$ cat src/logic/anacmp_defs.vh
// constants for the analog comparator control block
// Functional notes
// - Three comparator units work independently, each able to raise an interrupt or trigger the converter; zero and one can also drive an output.
// - Interrupt and converter-trigger detection are separate paths, each with its own edge or level condition.
// - Each comparator's minus input is always its own dedicated external minus pin.
// - Plus source code 00 picks the own plus pin, 01 comparator zero's plus pin, 10 the internal reference, 11 is reserved.
// - Comparator zero drives a dedicated output pin, comparator one drives its shared plus pin only while its plus source code is not 00, comparator two has no pin.
// - Each comparator has its own control and status register, and one shared reference control register serves all.
// - Interrupts use a masked status, a raw status and an enable register, one bit per comparator.
// - With the reference disabled the reference is ground whatever the tap setting.
// - Enabled with low range, the ladder is 31 units and the tap gives supply times (tap plus 8) over 31.
// - Enabled with high range, the ladder is 23 units and the tap gives supply times tap over 23.
// - A raw status bit sets on its comparator's interrupt condition regardless of enable and is read only.
// - A masked status bit shows the enabled pending interrupt, writing one clears it and zero does nothing.
`ifndef ANACMP_DEFS_VH
`define ANACMP_DEFS_VH
// plus source codes
`define ANACMP_SRC_OWN 2'h0
`define ANACMP_SRC_CMP0 2'h1
`define ANACMP_SRC_VREF 2'h2
`define ANACMP_SRC_RSVD 2'h3
// event sense codes, shared by interrupt and trigger paths
`define ANACMP_SENSE_LEVEL 2'h0
`define ANACMP_SENSE_FALL 2'h1
`define ANACMP_SENSE_RISE 2'h2
`define ANACMP_SENSE_BOTH 2'h3
// control register field positions
`define ANACMP_CTL_INV 1
`define ANACMP_CTL_ISEN_LO 2
`define ANACMP_CTL_ISLVAL 4
`define ANACMP_CTL_TSEN_LO 5
`define ANACMP_CTL_TSLVAL 7
`define ANACMP_CTL_SRC_LO 9
`define ANACMP_CTL_TOEN 11
`define ANACMP_CTL_WIDTH 12
`define ANACMP_CTL_RESET 12'h000
// reference control field positions
`define ANACMP_REF_TAP_LO 0
`define ANACMP_REF_RNG 8
`define ANACMP_REF_EN 9
`define ANACMP_REF_WIDTH 10
`define ANACMP_REF_RESET 10'h000
// ladder totals and offset in unit resistors
`define ANACMP_LADDER_LOW 5'h1f
`define ANACMP_LADDER_HIGH 5'h17
`define ANACMP_TAP_OFFSET 5'h08
`endif

$ cat src/logic/anacmp_top.v
// control logic around three analog comparators
`timescale 1ns/1ps
`include "anacmp_defs.vh"
module anacmp_top
(
  input wire clk,
  input wire rst_n,
  // analog comparator results from the analog macro, asynchronous
  input wire [2:0] compare_result,
  // pad state of comparator one's shared pin, read as its plus input when not driven
  input wire cmp_one_plus_pin_in,
  // per-comparator control register writes
  input wire [2:0] ctl_wr,
  input wire [`ANACMP_CTL_WIDTH*3-1:0] ctl_wdata,
  // reference control register write
  input wire ref_wr,
  input wire [`ANACMP_REF_WIDTH-1:0] ref_wdata,
  // interrupt enable register write
  input wire irq_enable_wr,
  input wire [2:0] irq_enable_wdata,
  // masked status write-one-to-clear
  input wire masked_irq_wr,
  input wire [2:0] masked_irq_wdata,
  // register read back
  output reg [`ANACMP_CTL_WIDTH*3-1:0] comparator_control_reg,
  output reg [2:0] comparator_status_reg,
  output reg [`ANACMP_REF_WIDTH-1:0] reference_control_reg,
  output reg [2:0] irq_enable_reg,
  output reg [2:0] raw_irq_status_reg,
  output reg [2:0] masked_irq_status_reg,
  output reg irq,
  // analog routing controls
  output reg [5:0] positive_source_select,
  output reg [2:0] plus_own_connect,
  output reg [2:0] plus_cmp0_connect,
  output reg [2:0] plus_vref_connect,
  output reg [2:0] minus_input_connect,
  output reg ref_ladder_enable,
  output reg reference_range_select,
  output reg [3:0] ref_tap,
  output reg [4:0] ref_tap_units,
  output reg [4:0] ref_ladder_units,
  // output pins
  output reg cmp_zero_output_pin,
  output reg cmp_zero_output_oe,
  output reg cmp_one_output_pin,
  output reg cmp_one_output_oe,
  // converter trigger pulses
  output reg [2:0] adc_trigger
);

  reg [2:0] sync_a;
  reg [2:0] sync_b;
  reg [2:0] prev;
  reg [2:0] irq_event;
  reg [2:0] trg_event;
  reg [2:0] next_raw;
  reg [2:0] next_masked;
  reg [2:0] next_enable;
  reg [2:0] inv_val;
  reg [2:0] prev_inv;
  reg [`ANACMP_CTL_WIDTH-1:0] ctl_i;
  // one loop index per process, so no variable has two drivers
  integer i;
  integer j;
  integer k;

  // event detector: sense code against current and previous levels
  function sense_hit;
    input [1:0] sense;
    input level_val;
    input cur;
    input old;
    begin
      case (sense)
        `ANACMP_SENSE_LEVEL: sense_hit = (cur == level_val);
        `ANACMP_SENSE_FALL: sense_hit = old & ~cur;
        `ANACMP_SENSE_RISE: sense_hit = ~old & cur;
        `ANACMP_SENSE_BOTH: sense_hit = old ^ cur;
        default: sense_hit = 1'b0;
      endcase
    end
  endfunction

  // control field of comparator n
  function [`ANACMP_CTL_WIDTH-1:0] ctl_of;
    input [`ANACMP_CTL_WIDTH*3-1:0] all;
    input integer n;
    begin
      ctl_of = all[n*`ANACMP_CTL_WIDTH +: `ANACMP_CTL_WIDTH];
    end
  endfunction

  // --------------------------------------------------------------------
  // synchroniser and edge history
  // --------------------------------------------------------------------
  always @(posedge clk)
  begin
    if (!rst_n)
    begin
      sync_a <= 3'h0;
      sync_b <= 3'h0;
      prev <= 3'h0;
    end
    else
    begin
      sync_a <= compare_result;
      sync_b <= sync_a;
      prev <= inv_val;
    end
  end

  // --------------------------------------------------------------------
  // event detection, separate paths for interrupt and trigger
  // --------------------------------------------------------------------
  always @*
  begin
    irq_event = 3'h0;
    trg_event = 3'h0;
    inv_val = 3'h0;
    prev_inv = prev;
    ctl_i = {`ANACMP_CTL_WIDTH{1'b0}};
    for (k = 0; k < 3; k = k + 1)
    begin
      ctl_i = ctl_of(comparator_control_reg, k);
      inv_val[k] = sync_b[k] ^ ctl_i[`ANACMP_CTL_INV];
      // each unit handled alone
      irq_event[k] = sense_hit(ctl_i[`ANACMP_CTL_ISEN_LO +: 2], ctl_i[`ANACMP_CTL_ISLVAL],
        inv_val[k], prev_inv[k]);
      trg_event[k] = sense_hit(ctl_i[`ANACMP_CTL_TSEN_LO +: 2], ctl_i[`ANACMP_CTL_TSLVAL],
        inv_val[k], prev_inv[k]) & ctl_i[`ANACMP_CTL_TOEN];
    end
  end

  // --------------------------------------------------------------------
  // interrupt status: set wins over clear
  // --------------------------------------------------------------------
  always @*
  begin
    next_raw = raw_irq_status_reg;
    if (masked_irq_wr)
    begin
      next_raw = raw_irq_status_reg & ~masked_irq_wdata;
    end
    next_raw = next_raw | irq_event;
    // enable as it stands after this edge, so masked never lags a new enable
    next_enable = irq_enable_reg;
    if (irq_enable_wr)
    begin
      next_enable = irq_enable_wdata;
    end
    next_masked = next_raw & next_enable;
  end

  // --------------------------------------------------------------------
  // registers
  // --------------------------------------------------------------------
  always @(posedge clk)
  begin
    if (!rst_n)
    begin
      comparator_control_reg <= {3{`ANACMP_CTL_RESET}};
      reference_control_reg <= `ANACMP_REF_RESET;
      irq_enable_reg <= 3'h0;
    end
    else
    begin
      for (j = 0; j < 3; j = j + 1)
      begin
        if (ctl_wr[j])
        begin
          comparator_control_reg[j*`ANACMP_CTL_WIDTH +: `ANACMP_CTL_WIDTH] <=
            ctl_wdata[j*`ANACMP_CTL_WIDTH +: `ANACMP_CTL_WIDTH];
        end
      end
      if (ref_wr)
      begin
        reference_control_reg <= ref_wdata;
      end
      if (irq_enable_wr)
      begin
        irq_enable_reg <= irq_enable_wdata;
      end
    end
  end

  // --------------------------------------------------------------------
  // interrupt status registers
  // --------------------------------------------------------------------
  // raw and masked load together, so masked always equals raw and enable
  always @(posedge clk)
  begin
    if (!rst_n)
    begin
      raw_irq_status_reg <= 3'h0;
      masked_irq_status_reg <= 3'h0;
      irq <= 1'b0;
    end
    else
    begin
      raw_irq_status_reg <= next_raw;
      masked_irq_status_reg <= next_masked;
      irq <= |next_masked;
    end
  end

  // --------------------------------------------------------------------
  // comparator status and converter trigger
  // --------------------------------------------------------------------
  // trigger pulses come from their own detector, apart from the interrupt path
  always @(posedge clk)
  begin
    if (!rst_n)
    begin
      comparator_status_reg <= 3'h0;
      adc_trigger <= 3'h0;
    end
    else
    begin
      comparator_status_reg <= inv_val;
      adc_trigger <= trg_event;
    end
  end

  // --------------------------------------------------------------------
  // analog routing and reference ladder
  // --------------------------------------------------------------------
  always @(posedge clk)
  begin
    if (!rst_n)
    begin
      positive_source_select <= 6'h00;
      plus_own_connect <= 3'h0;
      plus_cmp0_connect <= 3'h0;
      plus_vref_connect <= 3'h0;
      minus_input_connect <= 3'h0;
      ref_ladder_enable <= 1'b0;
      reference_range_select <= 1'b0;
      ref_tap <= 4'h0;
      ref_tap_units <= 5'h00;
      ref_ladder_units <= `ANACMP_LADDER_LOW;
      cmp_zero_output_pin <= 1'b0;
      cmp_zero_output_oe <= 1'b0;
      cmp_one_output_pin <= 1'b0;
      cmp_one_output_oe <= 1'b0;
    end
    else
    begin
      minus_input_connect <= 3'h7;
      for (i = 0; i < 3; i = i + 1)
      begin
        positive_source_select[2*i +: 2] <= comparator_control_reg[i*`ANACMP_CTL_WIDTH+`ANACMP_CTL_SRC_LO +: 2];
        case (comparator_control_reg[i*`ANACMP_CTL_WIDTH+`ANACMP_CTL_SRC_LO +: 2])
          `ANACMP_SRC_OWN:
          begin
            plus_own_connect[i] <= 1'b1;
            plus_cmp0_connect[i] <= 1'b0;
            plus_vref_connect[i] <= 1'b0;
          end
          `ANACMP_SRC_CMP0:
          begin
            // comparator zero's own pin is comparator zero's plus pin
            plus_own_connect[i] <= (i == 0);
            plus_cmp0_connect[i] <= (i != 0);
            plus_vref_connect[i] <= 1'b0;
          end
          `ANACMP_SRC_VREF:
          begin
            plus_own_connect[i] <= 1'b0;
            plus_cmp0_connect[i] <= 1'b0;
            plus_vref_connect[i] <= 1'b1;
          end
          default:
          begin
            plus_own_connect[i] <= 1'b0;
            plus_cmp0_connect[i] <= 1'b0;
            plus_vref_connect[i] <= 1'b0;
          end
        endcase
      end
      ref_ladder_enable <= reference_control_reg[`ANACMP_REF_EN];
      reference_range_select <= reference_control_reg[`ANACMP_REF_RNG];
      ref_tap <= reference_control_reg[`ANACMP_REF_TAP_LO +: 4];
      if (!reference_control_reg[`ANACMP_REF_EN])
      begin
        ref_tap_units <= 5'h00;
        ref_ladder_units <= `ANACMP_LADDER_HIGH;
      end
      else if (reference_control_reg[`ANACMP_REF_RNG])
      begin
        ref_tap_units <= {1'b0, reference_control_reg[`ANACMP_REF_TAP_LO +: 4]};
        ref_ladder_units <= `ANACMP_LADDER_HIGH;
      end
      else
      begin
        ref_tap_units <= {1'b0, reference_control_reg[`ANACMP_REF_TAP_LO +: 4]} + `ANACMP_TAP_OFFSET;
        ref_ladder_units <= `ANACMP_LADDER_LOW;
      end
      // comparator zero has a dedicated pin, one shares its plus pin, two has none
      cmp_zero_output_pin <= inv_val[0];
      cmp_zero_output_oe <= 1'b1;
      cmp_one_output_pin <= inv_val[1];
      // released in the same cycle that the pin turns into comparator one's plus input
      cmp_one_output_oe <= (comparator_control_reg[`ANACMP_CTL_WIDTH+`ANACMP_CTL_SRC_LO +: 2] != `ANACMP_SRC_OWN);
    end
  end

endmodule

$ cat config.mk
export PLATFORM = sky130hd
export DESIGN_NAME = anacmp_top
export DESIGN_NICKNAME = d
export VERILOG_FILES = /design/src/logic/anacmp_top.v
export VERILOG_INCLUDE_DIRS = /design/src /design/src/logic
export SDC_FILE = /design/constraint.sdc
export NUM_CORES = 1
export LEC_CHECK = 0
export ABC_AREA = 1
export BUFFER_PORTS_ARGS = -buffer_cell sky130_fd_sc_hd__buf_2
export CORE_MARGIN = 2
export CORE_UTILIZATION = 45
export CTS_CLUSTER_SIZE = 10
export DETAILED_ROUTE_END_ITERATION = 10
export PLACE_DENSITY = 0.76
export SYNTH_ARGS = -nofsm -noshare
export SYNTH_HDL_FRONTEND = slang
export SYNTH_SLANG_ARGS = --single-unit
export TNS_END_PERCENT = 1
$ cat constraint.sdc
create_clock -name clk -period 1.9 [get_ports clk]
set_clock_uncertainty 0.1 [all_clocks]
set_input_delay 0.475 -clock clk [delete_from_list [all_inputs] [get_ports clk]]
set_output_delay 0.475 -clock clk [all_outputs]
set_load 0.03 [all_outputs]
==> flow_metrics.env, run 1 <==
export IMPL_status="finished clean"
export IMPL_synth_cells=430
export IMPL_area_growth_syn_to_layout_pct=28.50
export IMPL_min_path_type="input pin to register"
export IMPL_drt_iter0_markers=65
export IMPL_initial_core_util=0.4564
export IMPL_rsz0062_at_grt="false"
export IMPL_overflow=0
export IMPL_final_hold_viol_count=0
export IMPL_p_comb_frac=0.187
export IMPL_cts_resized=0
export IMPL_die_area_um2=8435
export IMPL_cp_start_kind="register"
export IMPL_ant_nets=0
export IMPL_clkPwrFrac=0.281
export IMPL_firstDrtPassIters=4
export IMPL_grt_pass1_vias=2906
export IMPL_die_w_um=91.84
export IMPL_synth_edf_count=0
export IMPL_clk_latency_ps=340
export IMPL_portBuffers=157
export IMPL_path_delay_family="simple AND/OR/NAND/NOR gates"
export IMPL_drive_above_1_share=0.3396
export IMPL_fillers=743
export IMPL_synth_area_um2=3472
export IMPL_netlist_area_leader_share=0.5535
export IMPL_setup_violations=0
export IMPL_switching_share=0.3064
export IMPL_min_period_over_period=0.9024
export IMPL_cts_path_max_buffers=2
export IMPL_die_height_um=91.84
export IMPL_cts_sinks=96
export IMPL_drc_errors=0
export IMPL_cap_violations=0
export IMPL_cts_hold_fix_buffers=0
export IMPL_required_ps=2030
export IMPL_ys_top_cells_by_count="96 x dfxtp_1, 84 x nor2_1, 55 x nand2_1"
export IMPL_synth_most_common_cell="dfxtp_1"
export IMPL_cts_buffers=9
export IMPL_io_pins=164
export IMPL_largest_reg_flops=36
export IMPL_grt_usage=0.1901
export IMPL_fin_crit_ps=1714
export IMPL_wirelength_mm=7.898
export IMPL_critPathKind="register to register"
export IMPL_gp_congestion=0.7689
export IMPL_p_switching_uw=1278
export IMPL_vias=3117
export IMPL_clockRootBuffer="clkbuf_8"
export IMPL_wire_per_inst_um=11.48
export IMPL_crit_path_max_fanout=4
export IMPL_slew_viol_final=0
export IMPL_crit_chain="inv_2 > nand2_1 > nand2_1 > ha_1 > inv_1 > nand3_1 > nand2_1 > nor2_1 > nand3_1 > nand2_1 > nand3_2"
export IMPL_p_int_uw=2892
export IMPL_synth_cell_types=30
export IMPL_htree_levels=3
export IMPL_synth_area_top_cells="dfxtp_1 55%, nor2_1 9.1%, o21ai_0 6.9%"
export IMPL_cp_slowest_cell="dfxtp_1"
export IMPL_antenna_found_initial=0
export IMPL_place_hpwl_mm=6.049
export IMPL_final_cells=688
export IMPL_synth_area_per_cell_um2=8.075
export IMPL_cpPeakStageDelay_ps=390
export IMPL_cp_common_cell="nand2_1"
export IMPL_synth_top_cell_by_area="dfxtp_1"
export IMPL_synth_ff_type="dfxtp_1"
export IMPL_vdd_ir_drop_max_mv=0.4336
export IMPL_final_nets=647
export IMPL_p_per_area_nw_per_um2=934.6
export IMPL_finish_utilization=0.5865
export IMPL_path_buf_inv=2
export IMPL_cp_end_kind="register"
export IMPL_power_total_uw=4170
export IMPL_dp_cells=672
export IMPL_max_freq_mhz=583.3
export IMPL_clk_pin_slew_ps=90
export IMPL_n_antenna_cell=0
export IMPL_cts_setup_buffers=0
export IMPL_ys_warnings_count=0
export IMPL_setup_tns_final_ps=0
export IMPL_grt_pass1_wl_mm=12.85
export IMPL_seqPwrFrac=0.532
export IMPL_synth_seq_area_share=0.5535
export IMPL_grt_max_degree=38
export IMPL_p_leak_uw=0.002445
export IMPL_num_rows=32
export IMPL_critPathArrivalTime_ps=1850
export IMPL_synthArstFlopShare=0
export IMPL_via_per_inst=4.531
export IMPL_cts_tree="done"
export IMPL_synth_seq_cells=96
export IMPL_core_area_um2=7607
-- power by group through the flow --
stage	Clock, uW	Sequential, uW	Combinational [uW]
finish	1170	2220	779
global route	1290	2240	851
CTS	1210	2220	785
detailed placement	0	2260	783
global placement	0	2260	768
floorplan	0	2500	296
-- placed cells by master (no fill, tap or decap), drive strengths merged, types with 2 or more instances in the layout --
master,instances
clkbuf,11
nand3,15
nand4,2
nor3b,2
conb,5
or2,2
ha,2
a21oi,21
inv,56
nand2,65
buf,161
dfxtp,96
nor3,3
clkinv,3
o21ai,49
nor2,86
-- through the flow --
step	setup WS, ps	instance area, um2	hold WS (ps)
finish	185.5	4462	209.2
global route	52.56	4462	211.2
CTS	165.6	4462	195.1
detailed placement	214.1	4289	299.8
global placement	304.5	4289	299.8
floorplan	229.9	3483	290.5
-- per-layer routing --
| layer | up-vias | global-route usage | part of all wire |
|---|---|---|---|
| li1 | 1619 | - | - |
| met1 | 1386 | 0.2255 | 0.43 |
| met2 | 97 | 0.3248 | 0.48 |
| met3 | 15 | 0.04930 | 0.068 |
| met4 | 0 | 0.08209 | 0.020 |
| met5 | - | 0 | 0 |
-- logic make-up (layout without fill, tap and decap cells) --
kind of cell               Yosys count  in the layout  share of synthesized area
adders and majority gates            2              2                   0.007206
DFF                                 96             96                     0.5535
AOI/OAI and AO/OA                   74             74                     0.1114
muxes                                1              1                   0.002883
other                                2              5                   0.002163
buffers and inverters               79            232                     0.1027
and+or+nand+nor                    176            176                     0.2202
-- tightest hold or removal path: stages --
cell and delay (ps):
buf_2 70, nand2_1 40, inv_1 40
-- area by class of cell --
| type | count | area [um2] | share of cell area |
|---|---|---|---|
| repair buffers | 161 | 828.3 | 0.1856 |
| flip-flops and latches | 96 | 1922 | 0.4307 |
| well taps | 102 | 127.6 | 0.02860 |
| multi-input cells | 258 | 1205 | 0.2701 |
| clock inverters | 5 | 31.28 | 0.007011 |
| inverters | 55 | 206.4 | 0.04627 |
| clock buffers | 11 | 141.4 | 0.03169 |
-- path summary, 6_finish.rpt --
check,startpoint,end,slack (ps),cells after the start
worst min-delay path,compare_result[1],sync_a[1]$_SDFF_PN0_,210,3
worst min register to register,sync_a[2]$_SDFF_PN0_,sync_b[2]$_SDFF_PN0_,320,2
worst max-delay path,comparator_control_reg[25]$_SDFFE_PN0P_,irq$_SDFF_PN0_,190,11
worst max register to register,comparator_control_reg[25]$_SDFFE_PN0P_,irq$_SDFF_PN0_,190,11
Note: power is estimated with default switching activity, not from simulation.
==> run 2, diff against run 1 <==
--- a/config.mk
+++ b/config.mk
@@ -8,11 +8,13 @@
 export LEC_CHECK = 0
 export ABC_AREA = 1
 export BUFFER_PORTS_ARGS = -buffer_cell sky130_fd_sc_hd__buf_2
+export CELL_PAD_IN_SITES_DETAIL_PLACEMENT = 0
+export CELL_PAD_IN_SITES_GLOBAL_PLACEMENT = 1
 export CORE_MARGIN = 2
-export CORE_UTILIZATION = 45
+export CORE_UTILIZATION = 32
 export CTS_CLUSTER_SIZE = 10
 export DETAILED_ROUTE_END_ITERATION = 10
-export PLACE_DENSITY = 0.76
+export PLACE_DENSITY = 0.77
 export SYNTH_ARGS = -nofsm -noshare
 export SYNTH_HDL_FRONTEND = slang
 export SYNTH_SLANG_ARGS = --single-unit
==> flow_metrics.env, run 2 (synthesis results as in run 1) <==
export IMPL_firstDrtPassIters=6
export IMPL_seqPwrFrac=0.531
export IMPL_die_area_um2=11700
export IMPL_setup_tns_final_ps=0
export IMPL_drive_above_1_share=0.3402
export IMPL_p_leak_uw=0.002438
export IMPL_wirelength_mm=8.297
export IMPL_place_hpwl_mm=6.328
export IMPL_antenna_found_initial=0
export IMPL_grt_usage=0.1408
export IMPL_setup_violations=0
export IMPL_multiInputGateArea_um2=1207
export IMPL_clkPwrFrac=0.283
export IMPL_portBuffers=157
export IMPL_final_hold_viol_count=0
export IMPL_use_met2=0.2300
export IMPL_min_period_over_period=0.8736
export IMPL_drt_iter0_markers=129
export IMPL_grt_pass1_vias=2738
export IMPL_path_buf_inv=2
export IMPL_seq_area_um2=1922
export IMPL_area_growth_syn_to_layout_pct=29.69
export IMPL_use_met1=0.1752
export IMPL_p_per_area_nw_per_um2=928.3
export IMPL_slew_viol_final=0
export IMPL_gp_congestion=0.7823
export IMPL_status="finished clean"
export IMPL_cp_common_cell="nand2_1"
export IMPL_required_ps=2030
export IMPL_n_antenna_cell=0
export IMPL_via_per_inst=4.255
export IMPL_min_path_type="input pin to register"
export IMPL_critPathKind="register to register"
export IMPL_p_comb_frac=0.186
export IMPL_rsz0062_at_grt="false"
export IMPL_drc_errors=0
export IMPL_clk_latency_ps=350
export IMPL_most_common_layout_cells="157 x buf_2, 96 x dfxtp_1, 84 x nor2_1"
export IMPL_htree_levels=3
export IMPL_max_freq_mhz=602.5
export IMPL_core_area_um2=10700
export IMPL_vias=3085
export IMPL_p_switching_uw=1318
export IMPL_stdcell_area_um2=4503
export IMPL_busiest_layer="met2"
export IMPL_clockRootBuffer="clkbuf_8"
export IMPL_grt_pass1_wl_mm=12.81
export IMPL_final_nets=646
export IMPL_cts_sinks=96
export IMPL_critPathArrivalTime_ps=1790
export IMPL_fin_crit_ps=1660
export IMPL_placed_area_um2=4329
export IMPL_path_delay_family="simple AND/OR/NAND/NOR gates"
export IMPL_crit_path_max_fanout=4
export IMPL_cts_tree="done"
export IMPL_fillers=1142
export IMPL_cts_path_max_buffers=2
export IMPL_cap_violations=0
export IMPL_die_w_um=108.2
export IMPL_cp_end_kind="register"
export IMPL_finish_utilization=0.4209
export IMPL_cp_slowest_cell="dfxtp_1"
export IMPL_switching_share=0.3152
export IMPL_cts_buffers=9
export IMPL_cpPeakStageDelay_ps=380
export IMPL_clk_pin_slew_ps=90
export IMPL_initial_core_util=0.3246
export IMPL_ant_nets=0
export IMPL_cts_hold_fix_buffers=0
export IMPL_io_pins=164
export IMPL_timing_hold_ws_ps=202.5
export IMPL_met3_usage=0.03195
export IMPL_crit_chain="inv_2 > nand2_1 > nand2_1 > ha_1 > inv_1 > nand3_1 > nand2_1 > nor2_1 > nand3_1 > nand2_2 > nand3_2"
export IMPL_p_int_uw=2863
export IMPL_overflow=0
export IMPL_largest_reg_flops=36
export IMPL_num_rows=38
export IMPL_die_height_um=108.2
export IMPL_final_common_cell="buf_2"
export IMPL_cp_start_kind="register"
export IMPL_grt_max_degree=37
export IMPL_vdd_ir_drop_max_mv=0.4107
export IMPL_wire_per_inst_um=11.44
-- run 2: changes by cell type in the layout (fill, tap and decap cells not counted) --
cell / delta
buf_4: -1
clkbuf_8: -1
nand2_2: +1
clkinv_2: -1
nand2_1: -1
clkinv_4: +2
-- run 2: through the flow --
step / worst slack, ps / total power [uW] / std cells
after global routing: 3.698 / 4409 / 725
after floorplan: 229.9 / 2801 / 433
final: 240.2 / 4180 / 725
after global placement: 286.6 / 3040 / 709
after detailed placement: 235.1 / 3053 / 709
after CTS: 217.2 / 4255 / 725
-- run 2: repair_timing --
item,4_1_cts,5_1_grt
buffers inserted,0,0
setup endpoints to repair,0,1
resized for setup,0,1
-- run 2: per-layer routing --
layer	share of wire	vias up
met1	0.45	1362
met3	0.059	13
met5	0	-
li1	-	1623
met4	0.018	0
met2	0.47	87
-- run 2: worst paths after layout --
path	depth (start not counted)	slack, ps	start	endpoint
setup / recovery	11	240	comparator_control_reg[25]$_SDFFE_PN0P_	irq$_SDFF_PN0_
hold / removal	3	200	compare_result[1]	sync_a[1]$_SDFF_PN0_
setup reg to reg	11	240	comparator_control_reg[25]$_SDFFE_PN0P_	irq$_SDFF_PN0_
hold reg to reg	2	320	sync_a[0]$_SDFF_PN0_	sync_b[0]$_SDFF_PN0_
-- run 2: power by group through the flow --
stage               clock (uW)  sequential [uW]  combinational (uW)
floorplan                    0             2500                 296
global placement             0             2260                 777
detailed placement           0             2270                 786
CTS                       1250             2220                 788
global route              1310             2240                 858
finish                    1180             2220                 779
-- run 2: area by class of cell --
cell class              instances  area share
multi-input cells             258      0.2681
inverters                      55     0.04585
clock inverters                 6    0.009725
repair buffers                160      0.1823
clock buffers                  10     0.02834
well taps                     140     0.03890
flip-flops and latches         96      0.4268
-- run 2: worst min-delay path: stages --
cell,delay [ps]
buf_2,80
nand2_1,40
inv_1,40
==> run 3, diff against run 2 <==
--- a/config.mk
+++ b/config.mk
@@ -11,10 +11,10 @@
 export CELL_PAD_IN_SITES_DETAIL_PLACEMENT = 0
 export CELL_PAD_IN_SITES_GLOBAL_PLACEMENT = 1
 export CORE_MARGIN = 2
-export CORE_UTILIZATION = 32
+export CORE_UTILIZATION = 34
 export CTS_CLUSTER_SIZE = 10
 export DETAILED_ROUTE_END_ITERATION = 10
-export PLACE_DENSITY = 0.77
+export PLACE_DENSITY = 0.81
 export SYNTH_ARGS = -nofsm -noshare
 export SYNTH_HDL_FRONTEND = slang
 export SYNTH_SLANG_ARGS = --single-unit
==> constraint.sdc (replaced) <==
create_clock -name clk -period 2.1 [get_ports clk]
set_clock_uncertainty 0.1 [all_clocks]
set_input_delay 0.525 -clock clk [delete_from_list [all_inputs] [get_ports clk]]
set_output_delay 0.525 -clock clk [all_outputs]
set_load 0.03 [all_outputs]
==> flow_metrics.env, run 3 (synthesis results as in run 1) <==
export IMPL_critPathArrivalTime_ps=1060
export IMPL_min_path_type="input pin to register"
export IMPL_setup_tns_final_ps=0
export IMPL_max_freq_mhz=594.7
export IMPL_cp_slowest_cell="dfxtp_1"
export IMPL_cp_end_kind="output pin"
export IMPL_multiInputGateArea_um2=1205
export IMPL_wirelength_mm=8.250
export IMPL_fin_ws_ps=418.5
export IMPL_cts_buffers=9
export IMPL_final_common_cell="buf_2"
export IMPL_via_per_inst=4.323
export IMPL_rsz0062_at_grt="false"
export IMPL_drc_errors=0
export IMPL_cts_tree="done"
export IMPL_path_buf_inv=1
export IMPL_ant_nets=0
export IMPL_overflow=0
export IMPL_finish_utilization=0.4564
export IMPL_cts_setup_buffers=0
export IMPL_seq_area_um2=1922
export IMPL_cts_hold_fix_buffers=0
export IMPL_vias=3104
export IMPL_firstDrtPassIters=7
export IMPL_n_antenna_cell=0
export IMPL_cpPeakStageDelay_ps=470
export IMPL_die_height_um=105.1
export IMPL_wire_per_inst_um=11.49
export IMPL_clk_pin_slew_ps=90
export IMPL_critPathKind="register to output pin"
export IMPL_crit_path_max_fanout=6
export IMPL_status="finished clean"
export IMPL_p_leak_uw=0.002443
export IMPL_portBuffers=157
export IMPL_path_delay_family="flip-flops"
export IMPL_cts_sinks=96
export IMPL_io_pins=164
export IMPL_min_period_over_period=0.8007
export IMPL_placed_area_um2=4320
export IMPL_area_growth_syn_to_layout_pct=29.66
export IMPL_cap_violations=0
export IMPL_grt_usage=0.1487
export IMPL_p_per_area_nw_per_um2=849.1
export IMPL_drive_above_1_share=0.3402
export IMPL_slew_viol_final=0
export IMPL_grt_pass1_vias=2845
export IMPL_vdd_ir_drop_max_mv=0.4065
export IMPL_final_nets=646
export IMPL_die_area_um2=11040
export IMPL_fin_crit_ps=1682
export IMPL_most_common_layout_cells="157 x buf_2, 96 x dfxtp_1, 84 x nor2_1"
export IMPL_place_hpwl_mm=6.202
export IMPL_stdcell_area_um2=4502
export IMPL_largest_reg_flops=36
export IMPL_cp_start_kind="register"
export IMPL_clk_latency_ps=350
export IMPL_core_area_um2=9864
export IMPL_die_w_um=105.1
export IMPL_grt_pass1_wl_mm=13.37
export IMPL_gp_congestion=0.7666
export IMPL_fillers=1003
export IMPL_cts_resized=0
export IMPL_grt_max_degree=37
export IMPL_cts_path_max_buffers=2
export IMPL_required_ps=1470
export IMPL_power_total_uw=3823
export IMPL_setup_violations=0
export IMPL_crit_chain="buf_2"
export IMPL_antenna_found_initial=0
export IMPL_pre_cts_ws_ps=446.6
export IMPL_final_hold_viol_count=0
export IMPL_drt_iter0_markers=126
export IMPL_clockRootBuffer="clkbuf_8"
export IMPL_htree_levels=3
export IMPL_num_rows=36
export IMPL_initial_core_util=0.3520
==> run 3: cell count changes in the layout (fill, tap and decap cells not counted) <==
| cell | before | now |
|---|---|---|
| clkbuf_1 | 1 | 0 |
| clkbuf_8 | 9 | 10 |
| nand2_1 | 54 | 55 |
| nand2_2 | 10 | 9 |
==> run 3: layout make-up <==
class	instances	area share
multi-input combinational	258	0.2676
clock inverter	6	0.009728
timing repair buffer	160	0.1823
sequential	96	0.4269
inverter	55	0.04586
clock buffer	10	0.03057
tap	133	0.03697
==> run 3: layer usage <==
layer | share of wire | vias up | global-route usage
met2 | 0.45 | 106 | 0.2389
met4 | 0.014 | 0 | 0.04095
met3 | 0.068 | 9 | 0.04741
met5 | 0 | - | 0
li1 | - | 1620 | -
met1 | 0.47 | 1369 | 0.1922
==> run 3: through the flow <==
step,std cells,hold slack [ps]
2_1_floorplan,433,290.5
5_1_grt,718,232.3
4_1_cts,718,232.2
3_5_place_dp,702,299.3
6_report,718,254.2
3_3_place_gp,702,295.1
==> run 3: worst paths after layout <==
kind | from | end | slack [ps] | cells after the start
setup / recovery | comparator_control_reg[33]$_SDFFE_PN0P_ | comparator_control_reg[33] | 420 | 1
hold reg to reg | sync_a[1]$_SDFF_PN0_ | sync_b[1]$_SDFF_PN0_ | 320 | 2
setup reg to reg | comparator_control_reg[25]$_SDFFE_PN0P_ | irq$_SDFF_PN0_ | 450 | 11
hold / removal | compare_result[0] | sync_a[0]$_SDFF_PN0_ | 250 | 3
==> run 3: worst min-delay path, cell delays in order <==
cell	delay, ps
buf_2	70
nand2_1	40
inv_1	40
==> run 3: where the power goes <==
group	leakage [uW]	total [uW]	internal [uW]	switching (uW)
Sequential	0.000794	2010	1940	73.3
Combinational	0.00156	703	216	486
Clock	0.0000926	1110	468	642
Total	0.00244	3820	2620	1200
